### src/sac_pkg.sv
// Package with the register map, reset values and timing of the converter.
// Summary of operation
// - Reset clears the mode register to zero, conversion off.
// - Mode bit 7 disables conversion at 0 and enables it at 1.
// - Time select picks 144, 120, 96, 72, 60 or 48 clock cycles.
// - Both control registers accept single-bit and whole-byte writes.
// - Channel select bits 2..0 pick input 0 to 7 in binary.
// - Reset clears input select to zero, selecting channel 0.
// - After sampling, set approximation bit 9 and drive the half tap.
// - Keep the top bit if input is above half tap, else clear.
// - Each later step sets next trial bit, keeps it when input >= tap.
// - Comparison continues down to and including bit 0.
// - After ten bits, copy result and raise the done interrupt together.
// - A new conversion starts after each one while enabled.
// - A control write aborts conversion and restarts it if enabled.
// - The result register content after reset is undefined.
// - Conversion halts while the controller is in standby.
// - Result is round-to-nearest quantisation over 1024 steps.
// - Result reads as 16 bits, left aligned, low 6 bits zero.
// - A read colliding with a result update returns the old result.
// - A control write colliding with the update blocks result and irq.
// - Mode writes never clear the done flag; software clears it.
package sac_pkg;
  localparam logic [15:0] MODE_ADDR = 16'hff80;
  localparam logic [15:0] SEL_ADDR = 16'hff84;
  localparam logic [15:0] RESULT_ADDR = 16'hff82;
  localparam logic [7:0] MODE_RESET = 8'h00;
  localparam logic [7:0] SEL_RESET = 8'h00;
  localparam logic [7:0] MODE_MASK = 8'hb8;
  localparam logic [7:0] SEL_MASK = 8'h07;
  localparam int ENABLE_BIT = 7;
  localparam int TSEL_LSB = 3;
  localparam int CHAN_WIDTH = 3;
  localparam int RES_BITS = 10;
  localparam int RES_PAD = 6;
  // Conversion length in main clock cycles per time select encoding.
  localparam int CYC_T0 = 144;
  localparam int CYC_T1 = 120;
  localparam int CYC_T2 = 96;
  localparam int CYC_T4 = 72;
  localparam int CYC_T5 = 60;
  localparam int CYC_T6 = 48;
  // Two steps of sampling plus ten compare steps make twelve equal steps.
  localparam int SAMPLE_STEPS = 2;
  localparam int TOTAL_STEPS = SAMPLE_STEPS + RES_BITS;
  localparam int STEP_W = 4;
  localparam logic [STEP_W-1:0] STEP_T0 = STEP_W'(CYC_T0 / TOTAL_STEPS);
  localparam logic [STEP_W-1:0] STEP_T1 = STEP_W'(CYC_T1 / TOTAL_STEPS);
  localparam logic [STEP_W-1:0] STEP_T2 = STEP_W'(CYC_T2 / TOTAL_STEPS);
  localparam logic [STEP_W-1:0] STEP_T4 = STEP_W'(CYC_T4 / TOTAL_STEPS);
  localparam logic [STEP_W-1:0] STEP_T5 = STEP_W'(CYC_T5 / TOTAL_STEPS);
  localparam logic [STEP_W-1:0] STEP_T6 = STEP_W'(CYC_T6 / TOTAL_STEPS);
  localparam logic [9:0] SAR_MSB = 10'h200;
  typedef enum logic [2:0] {
    SAC_IDLE = 3'b001,
    SAC_SAMPLE = 3'b010,
    SAC_CONVERT = 3'b100
  } sac_state_t;
endpackage

### src/sac_tmr_if.sv
// Interface between the sequencer and its step timer.
`timescale 1ns/1ps
`default_nettype none
interface sac_tmr_if;
  logic run;
  logic restart;
  logic [sac_pkg::STEP_W-1:0] step_len;
  logic tick;
  modport ctl (output run, output restart, output step_len, input tick);
  modport tmr (input run, input restart, input step_len, output tick);
endinterface
`default_nettype wire
### src/sac_adc_ctrl.sv
// Sequencer and control registers of the successive-approximation converter.
`timescale 1ns/1ps
`default_nettype none
module sac_adc_ctrl (
  input wire logic clk,
  input wire logic rst,
  input wire logic [15:0] bus_addr,
  input wire logic bus_wr,
  input wire logic bus_bit_wr,
  input wire logic [2:0] bus_bit_idx,
  input wire logic bus_bit_val,
  input wire logic [7:0] bus_wdata,
  input wire logic bus_rd,
  output logic [15:0] bus_rdata,
  input wire logic standby,
  input wire logic flag_clr,
  input wire logic comp_above,
  output logic [9:0] tap_code,
  output logic sample_hold,
  output logic [2:0] channel_sel,
  output logic conv_done_irq,
  output logic conv_done_flag
);
  sac_tmr_if tif ();
  sac_pkg::sac_state_t state_reg;
  sac_pkg::sac_state_t state_next;
  logic [7:0] adc_mode_reg;
  logic [7:0] adc_mode_next;
  logic [7:0] adc_input_select_reg;
  logic [7:0] adc_input_select_next;
  logic [9:0] sar_reg;
  logic [9:0] sar_next;
  logic [9:0] sar_decided;
  logic [3:0] bit_idx_reg;
  logic samp_cnt_reg;
  logic [9:0] result_reg;
  logic comp_meta_reg;
  logic comp_sync_reg;
  logic mode_hit;
  logic sel_hit;
  logic wr_hit;
  logic conv_end;
  logic irq_reg;
  logic flag_reg;
  logic [15:0] rdata_reg;
  logic [9:0] tap_reg;
  logic sample_reg;
  logic [2:0] chan_reg;

  sac_step_timer u_timer (
    .clk(clk),
    .rst(rst),
    .tif(tif)
  );

  // Byte and single-bit writes share one decode.
  assign mode_hit = (bus_wr || bus_bit_wr) && (bus_addr == sac_pkg::MODE_ADDR);
  assign sel_hit = (bus_wr || bus_bit_wr) && (bus_addr == sac_pkg::SEL_ADDR);
  assign wr_hit = mode_hit || sel_hit;

  // Next register values; fixed-zero bits are masked so they never store.
  always_comb begin
    adc_mode_next = adc_mode_reg;
    adc_input_select_next = adc_input_select_reg;
    if (mode_hit && bus_wr) begin
      adc_mode_next = bus_wdata & sac_pkg::MODE_MASK;
    end else if (mode_hit) begin
      adc_mode_next[bus_bit_idx] = bus_bit_val;
      adc_mode_next = adc_mode_next & sac_pkg::MODE_MASK;
    end
    if (sel_hit && bus_wr) begin
      adc_input_select_next = bus_wdata & sac_pkg::SEL_MASK;
    end else if (sel_hit) begin
      adc_input_select_next[bus_bit_idx] = bus_bit_val;
      adc_input_select_next = adc_input_select_next & sac_pkg::SEL_MASK;
    end
  end

  // Control registers clear to zero on reset.
  always_ff @(posedge clk or posedge rst) begin
    if (rst) begin
      adc_mode_reg <= sac_pkg::MODE_RESET;
      adc_input_select_reg <= sac_pkg::SEL_RESET;
    end else begin
      adc_mode_reg <= adc_mode_next;
      adc_input_select_reg <= adc_input_select_next;
    end
  end

  // Step length from time select; prohibited codes fall back to the longest.
  always_comb begin
    case (adc_mode_reg[sac_pkg::TSEL_LSB +: 3])
      3'h0: tif.step_len = sac_pkg::STEP_T0;
      3'h1: tif.step_len = sac_pkg::STEP_T1;
      3'h2: tif.step_len = sac_pkg::STEP_T2;
      3'h4: tif.step_len = sac_pkg::STEP_T4;
      3'h5: tif.step_len = sac_pkg::STEP_T5;
      3'h6: tif.step_len = sac_pkg::STEP_T6;
      default: tif.step_len = sac_pkg::STEP_T0;
    endcase
  end

  // The timer runs in every active phase; any abort realigns it.
  assign tif.run = (state_reg != sac_pkg::SAC_IDLE);
  assign tif.restart = wr_hit || standby;

  // The comparator is asynchronous to clk, so it passes two flip-flops.
  always_ff @(posedge clk or posedge rst) begin
    if (rst) begin
      comp_meta_reg <= 1'b0;
      comp_sync_reg <= 1'b0;
    end else begin
      comp_meta_reg <= comp_above;
      comp_sync_reg <= comp_meta_reg;
    end
  end

  // Trial bit is kept when input is at or above the tap.
  always_comb begin
    sar_decided = sar_reg;
    sar_decided[bit_idx_reg] = comp_sync_reg;
  end

  // The final step's tick ends a conversion unless a write or standby collides.
  assign conv_end = (state_reg == sac_pkg::SAC_CONVERT) && tif.tick &&
                    (bit_idx_reg == 4'h0) && !wr_hit && !standby;

  // Sequencer: standby, then control writes, take priority over the steps.
  always_comb begin
    state_next = state_reg;
    sar_next = sar_reg;
    if (standby) begin
      state_next = sac_pkg::SAC_IDLE;
    end else if (wr_hit) begin
      sar_next = '0;
      state_next = adc_mode_next[sac_pkg::ENABLE_BIT] ?
                   sac_pkg::SAC_SAMPLE : sac_pkg::SAC_IDLE;
    end else begin
      case (state_reg)
        sac_pkg::SAC_IDLE: begin
          if (adc_mode_reg[sac_pkg::ENABLE_BIT]) begin
            state_next = sac_pkg::SAC_SAMPLE;
          end
        end
        sac_pkg::SAC_SAMPLE: begin
          if (!adc_mode_reg[sac_pkg::ENABLE_BIT]) begin
            state_next = sac_pkg::SAC_IDLE;
          end else if (tif.tick && samp_cnt_reg) begin
            state_next = sac_pkg::SAC_CONVERT;
            sar_next = sac_pkg::SAR_MSB;
          end
        end
        sac_pkg::SAC_CONVERT: begin
          if (!adc_mode_reg[sac_pkg::ENABLE_BIT]) begin
            state_next = sac_pkg::SAC_IDLE;
          end else if (tif.tick && bit_idx_reg == 4'h0) begin
            state_next = sac_pkg::SAC_SAMPLE;
            sar_next = sar_decided;
          end else if (tif.tick) begin
            sar_next = sar_decided;
            sar_next[bit_idx_reg - 4'h1] = 1'b1;
          end
        end
        default: begin
          state_next = sac_pkg::SAC_IDLE;
        end
      endcase
    end
  end

  // State, approximation register and step bookkeeping.
  always_ff @(posedge clk or posedge rst) begin
    if (rst) begin
      state_reg <= sac_pkg::SAC_IDLE;
      sar_reg <= '0;
      bit_idx_reg <= 4'h9;
      samp_cnt_reg <= 1'b0;
    end else begin
      state_reg <= state_next;
      sar_reg <= sar_next;
      if (state_next != sac_pkg::SAC_CONVERT) begin
        bit_idx_reg <= 4'h9;
      end else if (state_reg == sac_pkg::SAC_CONVERT && tif.tick) begin
        bit_idx_reg <= bit_idx_reg - 4'h1;
      end
      // Only a tick inside the sample phase counts, so the tick that ends a
      // conversion cannot cut the next sample phase down to one step.
      if (state_next != sac_pkg::SAC_SAMPLE || tif.restart ||
          state_reg != sac_pkg::SAC_SAMPLE) begin
        samp_cnt_reg <= 1'b0;
      end else if (tif.tick) begin
        samp_cnt_reg <= 1'b1;
      end
    end
  end

  // Result is latched with the irq pulse; its reset value is not promised.
  always_ff @(posedge clk or posedge rst) begin
    if (rst) begin
      result_reg <= '0;
      irq_reg <= 1'b0;
    end else begin
      irq_reg <= conv_end;
      if (conv_end) begin
        result_reg <= sar_decided;
      end
    end
  end

  // Done flag is set by hardware, cleared only by flag_clr; set wins.
  always_ff @(posedge clk or posedge rst) begin
    if (rst) begin
      flag_reg <= 1'b0;
    end else if (conv_end) begin
      flag_reg <= 1'b1;
    end else if (flag_clr) begin
      flag_reg <= 1'b0;
    end
  end

  // Read data is captured from the old result, so a colliding read returns the old value while the update still happens.
  always_ff @(posedge clk or posedge rst) begin
    if (rst) begin
      rdata_reg <= 16'h0000;
    end else if (bus_rd) begin
      case (bus_addr)
        sac_pkg::MODE_ADDR: rdata_reg <= {8'h00, adc_mode_reg};
        sac_pkg::SEL_ADDR: rdata_reg <= {8'h00, adc_input_select_reg};
        sac_pkg::RESULT_ADDR: begin
          rdata_reg <= {result_reg, {sac_pkg::RES_PAD{1'b0}}};
        end
        default: rdata_reg <= 16'h0000;
      endcase
    end
  end

  // Front-end drives come from flops; tap follows the next trial value.
  always_ff @(posedge clk or posedge rst) begin
    if (rst) begin
      tap_reg <= '0;
      sample_reg <= 1'b0;
      chan_reg <= '0;
    end else begin
      tap_reg <= sar_next;
      sample_reg <= (state_next == sac_pkg::SAC_SAMPLE);
      chan_reg <= adc_input_select_next[sac_pkg::CHAN_WIDTH-1:0];
    end
  end

  assign bus_rdata = rdata_reg;
  assign tap_code = tap_reg;
  assign sample_hold = sample_reg;
  assign channel_sel = chan_reg;
  assign conv_done_irq = irq_reg;
  assign conv_done_flag = flag_reg;

  AST_IRQ_CAUSE: assert property (@(posedge clk) disable iff (rst)
    irq_reg |-> $past(state_reg == sac_pkg::SAC_CONVERT && tif.tick &&
                      bit_idx_reg == 4'h0 && !wr_hit)
  ) else $error("done irq without a finished conversion");

  AST_WRITE_WINS: assert property (@(posedge clk) disable iff (rst)
    wr_hit |=> !irq_reg && $stable(result_reg)
  ) else $error("control write did not block the result update");

  AST_ABORT_RESTART: assert property (@(posedge clk) disable iff (rst)
    wr_hit && !standby && adc_mode_next[sac_pkg::ENABLE_BIT]
      |=> state_reg == sac_pkg::SAC_SAMPLE && sar_reg == 10'h000
  ) else $error("write did not restart from the sample phase");

  AST_DISABLE: assert property (@(posedge clk) disable iff (rst)
    !adc_mode_reg[sac_pkg::ENABLE_BIT] && !wr_hit
      |=> state_reg == sac_pkg::SAC_IDLE
  ) else $error("converter active while disabled");

  AST_STANDBY: assert property (@(posedge clk) disable iff (rst)
    standby |=> state_reg == sac_pkg::SAC_IDLE && !sample_hold
  ) else $error("converter active in standby");

  AST_MSB_TRIAL: assert property (@(posedge clk) disable iff (rst)
    $rose(state_reg == sac_pkg::SAC_CONVERT)
      |-> sar_reg == 10'h200 && bit_idx_reg == 4'h9 && tap_code == 10'h200
  ) else $error("conversion did not start with bit 9 trial");

  AST_REPEAT: assert property (@(posedge clk) disable iff (rst)
    irq_reg && adc_mode_next[sac_pkg::ENABLE_BIT] && !standby
      |-> state_reg == sac_pkg::SAC_SAMPLE ##1 sample_hold
  ) else $error("no new conversion after completion");

  AST_STEP_STABLE: assert property (@(posedge clk) disable iff (rst)
    state_reg == sac_pkg::SAC_CONVERT && !tif.tick && !wr_hit && !standby
      |=> $stable(sar_reg)
  ) else $error("approximation changed inside a step");

  AST_FLAG_HOLD: assert property (@(posedge clk) disable iff (rst)
    flag_reg && !flag_clr |=> flag_reg
  ) else $error("done flag lost without a clear");

  AST_RESULT_PAD: assert property (@(posedge clk) disable iff (rst)
    $past(bus_rd && bus_addr == sac_pkg::RESULT_ADDR)
      |-> bus_rdata[5:0] == 6'h00 && bus_rdata[15:6] == $past(result_reg)
  ) else $error("result read not left aligned or not the old value");
endmodule
`default_nettype wire

### src/sac_step_timer.sv
// Step timer that marks the last cycle of every conversion step.
`timescale 1ns/1ps
`default_nettype none
module sac_step_timer (
  input wire logic clk,
  input wire logic rst,
  sac_tmr_if.tmr tif
);
  logic [sac_pkg::STEP_W-1:0] cnt_reg;

  // The tick is combinational so the sequencer acts on the step's last cycle.
  assign tif.tick = tif.run && !tif.restart &&
                    (cnt_reg == tif.step_len - sac_pkg::STEP_W'(1));

  // Counter wraps at each step end; a restart realigns it to the step start.
  always_ff @(posedge clk or posedge rst) begin
    if (rst) begin
      cnt_reg <= '0;
    end else if (tif.restart || !tif.run || tif.tick) begin
      cnt_reg <= '0;
    end else begin
      cnt_reg <= cnt_reg + sac_pkg::STEP_W'(1);
    end
  end
endmodule
`default_nettype wire

### config.mk
export PLATFORM = sky130hd
export DESIGN_NAME = sac_adc_ctrl
export DESIGN_NICKNAME = d
export VERILOG_FILES = /design/src/sac_pkg.sv /design/src/sac_tmr_if.sv /design/src/sac_adc_ctrl.sv /design/src/sac_step_timer.sv
export SDC_FILE = /design/constraint.sdc
export NUM_CORES = 1
export LEC_CHECK = 0
export ABC_AREA = 0
export BUFFER_PORTS_ARGS = -buffer_cell sky130_fd_sc_hd__buf_2
export CORE_MARGIN = 5
export CORE_UTILIZATION = 55
export CTS_CLUSTER_DIAMETER = 50
export DETAILED_ROUTE_END_ITERATION = 16
export PLACE_DENSITY_LB_ADDON = 0.15
export SYNTH_ARGS = -nofsm -noshare
export SYNTH_HDL_FRONTEND = slang
export SYNTH_SLANG_ARGS = --single-unit
### constraint.sdc
create_clock -name clk -period 3.6 [get_ports clk]
set_clock_uncertainty 0.2 [all_clocks]
set_input_delay 0.72 -clock clk [delete_from_list [all_inputs] [get_ports clk]]
set_output_delay 0.72 -clock clk [all_outputs]
set_load 0.02 [all_outputs]
After elaboration in Yosys (flattened, before gate mapping):

Cells that the tools add are included.

* register bits: 69
* input port bits: 36
* output and inout bits: 32
* logic and storage cells: 120

* $add $sub $neg: 3
* magnitude comparators: 6
* equality and inequality tests: 21
* muxes and demuxes: 38
* bitwise gates (word level): 2
* reduce and logical (&&, ||, !) cells: 34

Operators by type and width (count)
* 2-to-1 mux 10 bit: 6
* equality test 16 bit (second input constant): 3
* case mux 16 bit (3 select lines): 1
* 2-to-1 mux 8 bit: 4
* 2-to-1 mux 3 bit: 7
* case mux 10 bit (2 select lines): 1
* case mux 4 bit (5 select lines): 1
* bitwise mux 8 bit: 2
* logical AND 1 bit: 15
* equality test 3 bit (second input constant): 4
* 2-to-1 mux 4 bit: 3
* != test 3 bit (second input constant): 4
* bitwise mux 10 bit: 1
* < comparator 4 x 5 -> 1 bit (second input constant): 2
* bitwise OR 10 bit: 1
* nonzero test 2 bit: 5
* equality test 3 x 2 -> 1 bit (second input constant): 3
* case mux 3 bit (3 select lines): 1
* demux 1 bit (select 4 bit): 2
* greater-or-equal comparator 4 x 1 -> 1 bit (second input constant): 2
* subtractor 4 x 1 -> 4 bit (second input constant): 2
* logical OR 1 bit: 7
* 2-to-1 mux 1 bit: 7
* equality test 3 x 1 -> 1 bit (second input constant): 2
* 14 further kinds: 18

Depth between registers and ports, before layout:

* depth in word-level cells: 17
* gate-level depth with buffers: 11
* gate-level depth less buffers: 9

By module:

A second synthesis with hierarchy kept.

* cell total of the unflattened synthesis: 336
* area, all modules: 3291.9 µm²

Modules (own cells, without submodules)
* sac_adc_ctrl: instances 1, cells each 310, area an instance 3002.9 µm², seq. area each 1405.1 µm²
* sac_step_timer: instances 1, cells each 26, area an instance 289.0 µm², seq. area each 100.1 µm²

Worst setup path before layout:

OpenSTA, ideal clock, no wires.

* kind: input to register
* start: in bus_addr[0]
* end: reg result_reg[0]
* library setup time: 0.127 ns
* data arrival time: 2.737 ns
* data required time: 3.273 ns
* path slack: 0.535 ns
* cell stages on the path: 6
* path buffers: 0
* cell sequence: or4_4 or4_4 o31ai_4 nand4b_2 or2_2 mux2_1

* cells in the longest elaborated chain, start to end: 11
* elaborated cells on any way between the ends: 14
* those cells by class: 2 x eq/ne; 12 x reduce/logical

RTL lines
* start: declaration: RTL line sac_adc_ctrl.sv:7 `input wire logic [15:0] bus_addr,`
* equality test 16 bit (on tied branches): RTL line sac_adc_ctrl.sv:57, sac_adc_ctrl.sv:58
* logical AND 1 bit (on tied branches): RTL line sac_adc_ctrl.sv:57, sac_adc_ctrl.sv:58
* logical OR 1 bit (*): RTL line sac_adc_ctrl.sv:59 `assign wr_hit = mode_hit || sel_hit;`
* logical OR 1 bit: RTL line sac_adc_ctrl.sv:105 `assign tif.restart = wr_hit || standby;`
* zero test 1 bit: RTL line sac_step_timer.sv:12 `assign tif.tick = tif.run && !tif.restart &&`
* logical AND 1 bit (2 in series): RTL line sac_step_timer.sv:12
* logical AND 1 bit (2 in series): RTL line sac_adc_ctrl.sv:125 `assign conv_end = (state_reg == sac_pkg::SAC_CONVERT) && tif.tick &&`
* logical AND 1 bit (*) (2 in series): RTL line sac_adc_ctrl.sv:126 `(bit_idx_reg == 4'h0) && !wr_hit && !standby;`
* end signal: assignment: RTL line sac_adc_ctrl.sv:205 `result_reg <= sar_decided;`
* end: declaration: RTL line sac_adc_ctrl.sv:36 `logic [9:0] result_reg;`

Mark *: on every way between the ends. The rest lies on a longest branch, timed or not.
A chain may end at the register's enable or synchronous reset.

Worst setup path in the final report:

* start: reg adc_mode_reg[5]
* end: reg bit_idx_reg[2]

* cells in the longest elaborated chain, start to end: 13
* elaborated cells on any way between the ends: 22
* those cells by class: 1 x add/sub; 7 x eq/ne; 9 x mux; 5 x reduce/logical

RTL lines
* start: declaration: RTL line sac_adc_ctrl.sv:27 `logic [7:0] adc_mode_reg;`
* start signal: assignment: RTL line sac_adc_ctrl.sv:82 `adc_mode_reg <= sac_pkg::MODE_RESET;`
* start signal: assignment: RTL line sac_adc_ctrl.sv:85 `adc_mode_reg <= adc_mode_next;`
* equality test 3 bit, or another cell as far along: RTL line sac_adc_ctrl.sv:92 `case (adc_mode_reg[sac_pkg::TSEL_LSB +: 3])`
* case mux 4 bit (5 select lines) (*): RTL line sac_adc_ctrl.sv:92
* subtractor 4 x 1 -> 4 bit (*): RTL line sac_step_timer.sv:13 `(cnt_reg == tif.step_len - sac_pkg::STEP_W'(1));`
* equality test 4 bit (*): RTL line sac_step_timer.sv:13
* logical AND 1 bit (*): RTL line sac_step_timer.sv:12
* logical AND 1 bit (on tied branches): RTL line sac_adc_ctrl.sv:156, sac_adc_ctrl.sv:148
* 2-to-1 mux 3 bit (on tied branches): RTL line sac_adc_ctrl.sv:156, sac_adc_ctrl.sv:148
* 2-to-1 mux 3 bit (on tied branches): RTL line sac_adc_ctrl.sv:154, sac_adc_ctrl.sv:146
* case mux 3 bit (3 select lines) (*): RTL line sac_adc_ctrl.sv:139 `case (state_reg)`
* 2-to-1 mux 3 bit (*): RTL line sac_adc_ctrl.sv:134 `end else if (wr_hit) begin`
* 2-to-1 mux 3 bit (*): RTL line sac_adc_ctrl.sv:132 `if (standby) begin`
* net state_next[2]: RTL line sac_adc_ctrl.sv:26 `sac_pkg::sac_state_t state_next;`
* != test 3 bit (*): RTL line sac_adc_ctrl.sv:181 `if (state_next != sac_pkg::SAC_CONVERT) begin`
* 2-to-1 mux 4 bit / nonzero test 2 bit (equally long branches)
* end signal: assignment: RTL line sac_adc_ctrl.sv:184 `bit_idx_reg <= bit_idx_reg - 4'h1;`
* end: declaration: RTL line sac_adc_ctrl.sv:34 `logic [3:0] bit_idx_reg;`

The timed path passes the listed nets; every way through them passes the cells marked *.

==> impl_metrics.yaml <==
outcome:
  status: "complete, no violations"
yosys:
  syn-cell-area_um2: 3450
  synthCells: 375
  synth_cell_types: 63
  synth_warnings: 0
  postSynth.asyncResetShare_pct: 100
  syn_nets: 418
  ys_seq_area_share_pct: 43.7
  syn-mean-instance-area_um2: 9.19
  ys_ff_latch: 60
  synth-main-ff-cell: "dfrtp_1"
  synth-edff-count: 0
setup_path:
  crit_type: "flop to flop"
  critPathRequiredTime_ps: 3660
  r2r_cells: 10
  regToRegEndpoint: "bit_idx_reg[2]$_DFFE_PP0P_"
  r2r_slack_ps: 530
  crit_fanout: 9
  endpoint: "bit_idx_reg[2]$_DFFE_PP0P_"
  start_kind: "flop"
  r2r-start: "adc_mode_reg[5]$_DFFE_PP0P_"
  endpoint_kind: "flop"
  cp.arrival_ps: 3130
  crit_start: "adc_mode_reg[5]$_DFFE_PP0P_"
route:
  drt-vias-per-instance: 5.77
  num_vias: 2996
  wl_per_cell_um: 15.2
  drc: 0
  drtPass1Iterations: 5
  drtAntennaViolNets: 0
  drt_iter0_drc: 174
  drt-total-wl_mm: 7.89
sta:
  hold_viol: 0
  timing.final.crit_period_ps: 3070
  final_max_slew_viol_count: 0
  slew-limit-headroom_pct: 50.6
  rsz0062_at_grt: "no"
  fin_crit_sh_pct: 85.3
  tightestPinTransition_ps: 737
  finalSetupViolCount: 0
  setup_tns_ps: 0
  max_freq_mhz: 326
cells_and_area:
  drive_gt1_share_pct: 25.7
  syn2layout_area_growth_pct: 17.8
  final_cell_mix: "buf_2 (66), dfrtp_1 (57), nand2_1 (34)"
  final_cells: 519
  nFillCells: 510
  antenna_cells: 0
  final_nets: 483
  largest_register_ffs: 16
  layout_commonest_cell: "buf_2"
pwr:
  powerDensity_nw_per_um2: 379
  ir_drop_mv: 0.356
  total_leakage_power_nw: 1.99
clock_network:
  htree_levels: 3
  cts_tree: "done"
  ctsHoldBuffers: 0
  ctsResizeCount: 0
  insertion_delay_ps: 340
  post_cts_buffers: 0
  ctsRootBufferMaster: "clkbuf_8"
  numClockSinks: 60
  path_clk_slew_ps: 70
  cts_made_buffers: 9
  clk_path_buf_depth: 2
place:
  hpwl_mm: 5.79
  dp_cells: 504
  gp_routability_congestion: 0.938
  portBuffers: 66
floorplan:
  num_io_pins: 68
  die_w_um: 89.2
  core-area_um2: 5990
  initial_core_util_pct: 57.5
  fp-row-count: 28
  dieHeight_um: 89.2
  dieArea_um2: 7950
run:
  cap_violations: 0
global_route:
  antenna_found_initial: 0
  grtUsageTotal_pct: 21.4
  grt_pass1_vias: 2769
  grt_pass1_wl_mm: 13.0
  overflow: 0
  grt_max_degree: 38
hold_path:
  hp-class: "flop to flop"
==> worst min path at each step <==
stage | from | endpoint | slack [ps] | cells after the start
after floorplan | comp_meta_reg$_DFF_PP0_ | comp_sync_reg$_DFF_PP0_ | 130 | 0
after global placement | comp_meta_reg$_DFF_PP0_ | comp_sync_reg$_DFF_PP0_ | 130 | 0
after detailed placement | comp_meta_reg$_DFF_PP0_ | comp_sync_reg$_DFF_PP0_ | 140 | 0
after CTS | comp_meta_reg$_DFF_PP0_ | comp_sync_reg$_DFF_PP0_ | 150 | 0
after global routing | comp_meta_reg$_DFF_PP0_ | comp_sync_reg$_DFF_PP0_ | 170 | 0
final | comp_meta_reg$_DFF_PP0_ | comp_sync_reg$_DFF_PP0_ | 150 | 0
==> stage by stage <==
| step | utilization, % | hold slack (ps) | worst slack, ps | instance area [µm²] | total power, mW |
|---|---|---|---|---|---|
| after floorplan | - | 131 | 535 | 3450 | 0.815 |
| after global routing | 67.8 | 170 | 353 | 4060 | 1.60 |
| final | 67.8 | 150 | 530 | 4060 | 1.54 |
| after CTS | 67.8 | 152 | 525 | 4060 | 1.55 |
| after detailed placement | 64.0 | 139 | 272 | 3840 | 0.870 |
| after global placement | 64.0 | 134 | 301 | 3840 | 0.864 |
==> cells in the mapped netlist, drive strengths merged (2+ instances only) <==
master,number,area [µm²]
o21a,5,37.5
xor2,4,35.0
a211o,3,26.3
nor2b,3,18.8
and3b,2,17.5
and2,2,12.5
o211ai,2,15.0
dfrtp,57,1430
o32ai,2,17.5
o21ai,33,165
or3,3,23.8
a21o,6,45.0
o22ai,4,25.0
nor3,16,85.1
a21oi,14,70.1
or3b,2,17.5
nor3b,5,42.5
nand4,7,43.8
mux2i,12,120
nand3b,2,15.0
nand2,34,128
or2,3,18.8
xnor2,5,43.8
dfstp,3,78.8
ha,7,87.6
a31oi,3,18.8
nor4,3,18.8
buf,5,30.0
nand2b,5,31.3
clkbuf,13,48.8
nand3,13,65.1
nor2,29,111
nand4b,5,50.0
o31ai,5,51.3
mux2,10,113
or4,2,22.5
inv,29,109
a211oi,3,35.0
==> logic make-up after synthesis <==
kind of cell	synth area share, %
AOI/OAI and AO/OA	17.5
buffers and inverters	5.45
adders and majority gates	2.54
DFF	43.7
muxes	6.75
and+or+nand+nor	21.7
xor gates and xnor gates	2.29
==> layout make-up <==
class                           instances  area [µm²]  share of cell area, %
Timing Repair Buffer                   72         375                   9.25
Multi-Input combinational cell        268        1750                   43.2
Clock buffer                           11         151                   3.73
Tap cell                               75        93.8                   2.31
Sequential cell                        60        1510                   37.1
Clock inverter                          4        72.6                   1.79
Inverter                               29         109                   2.68
==> critical path, stage by stage, from the launching register on <==
cell and delay (ps):
dfrtp_1 520, xor2_1 200, nand2b_1 90, ha_1 290, xor2_1 200, nand2_1 110
nor3_2 250, buf_4 190, nand4_1 100, a211oi_1 590, a21boi_1 240
==> power by group <==
| group | total [mW] | internal, mW | leakage (nW) | switching, mW |
|---|---|---|---|---|
| logic | 0.144 | 0.0535 | 1.06 | 0.0901 |
| registers | 0.714 | 0.693 | 0.816 | 0.0218 |
| clock network | 0.680 | 0.422 | 0.111 | 0.258 |
==> layer usage <==
| layer | global-route usage (%) | share of wire (%) |
|---|---|---|
| met2 | 33.4 | 48 |
| met5 | 0 | 0 |
| met4 | 8.66 | 1.8 |
| met1 | 28.8 | 45 |
| met3 | 5.07 | 5.4 |
Note: power is estimated with default switching activity, not from simulation.
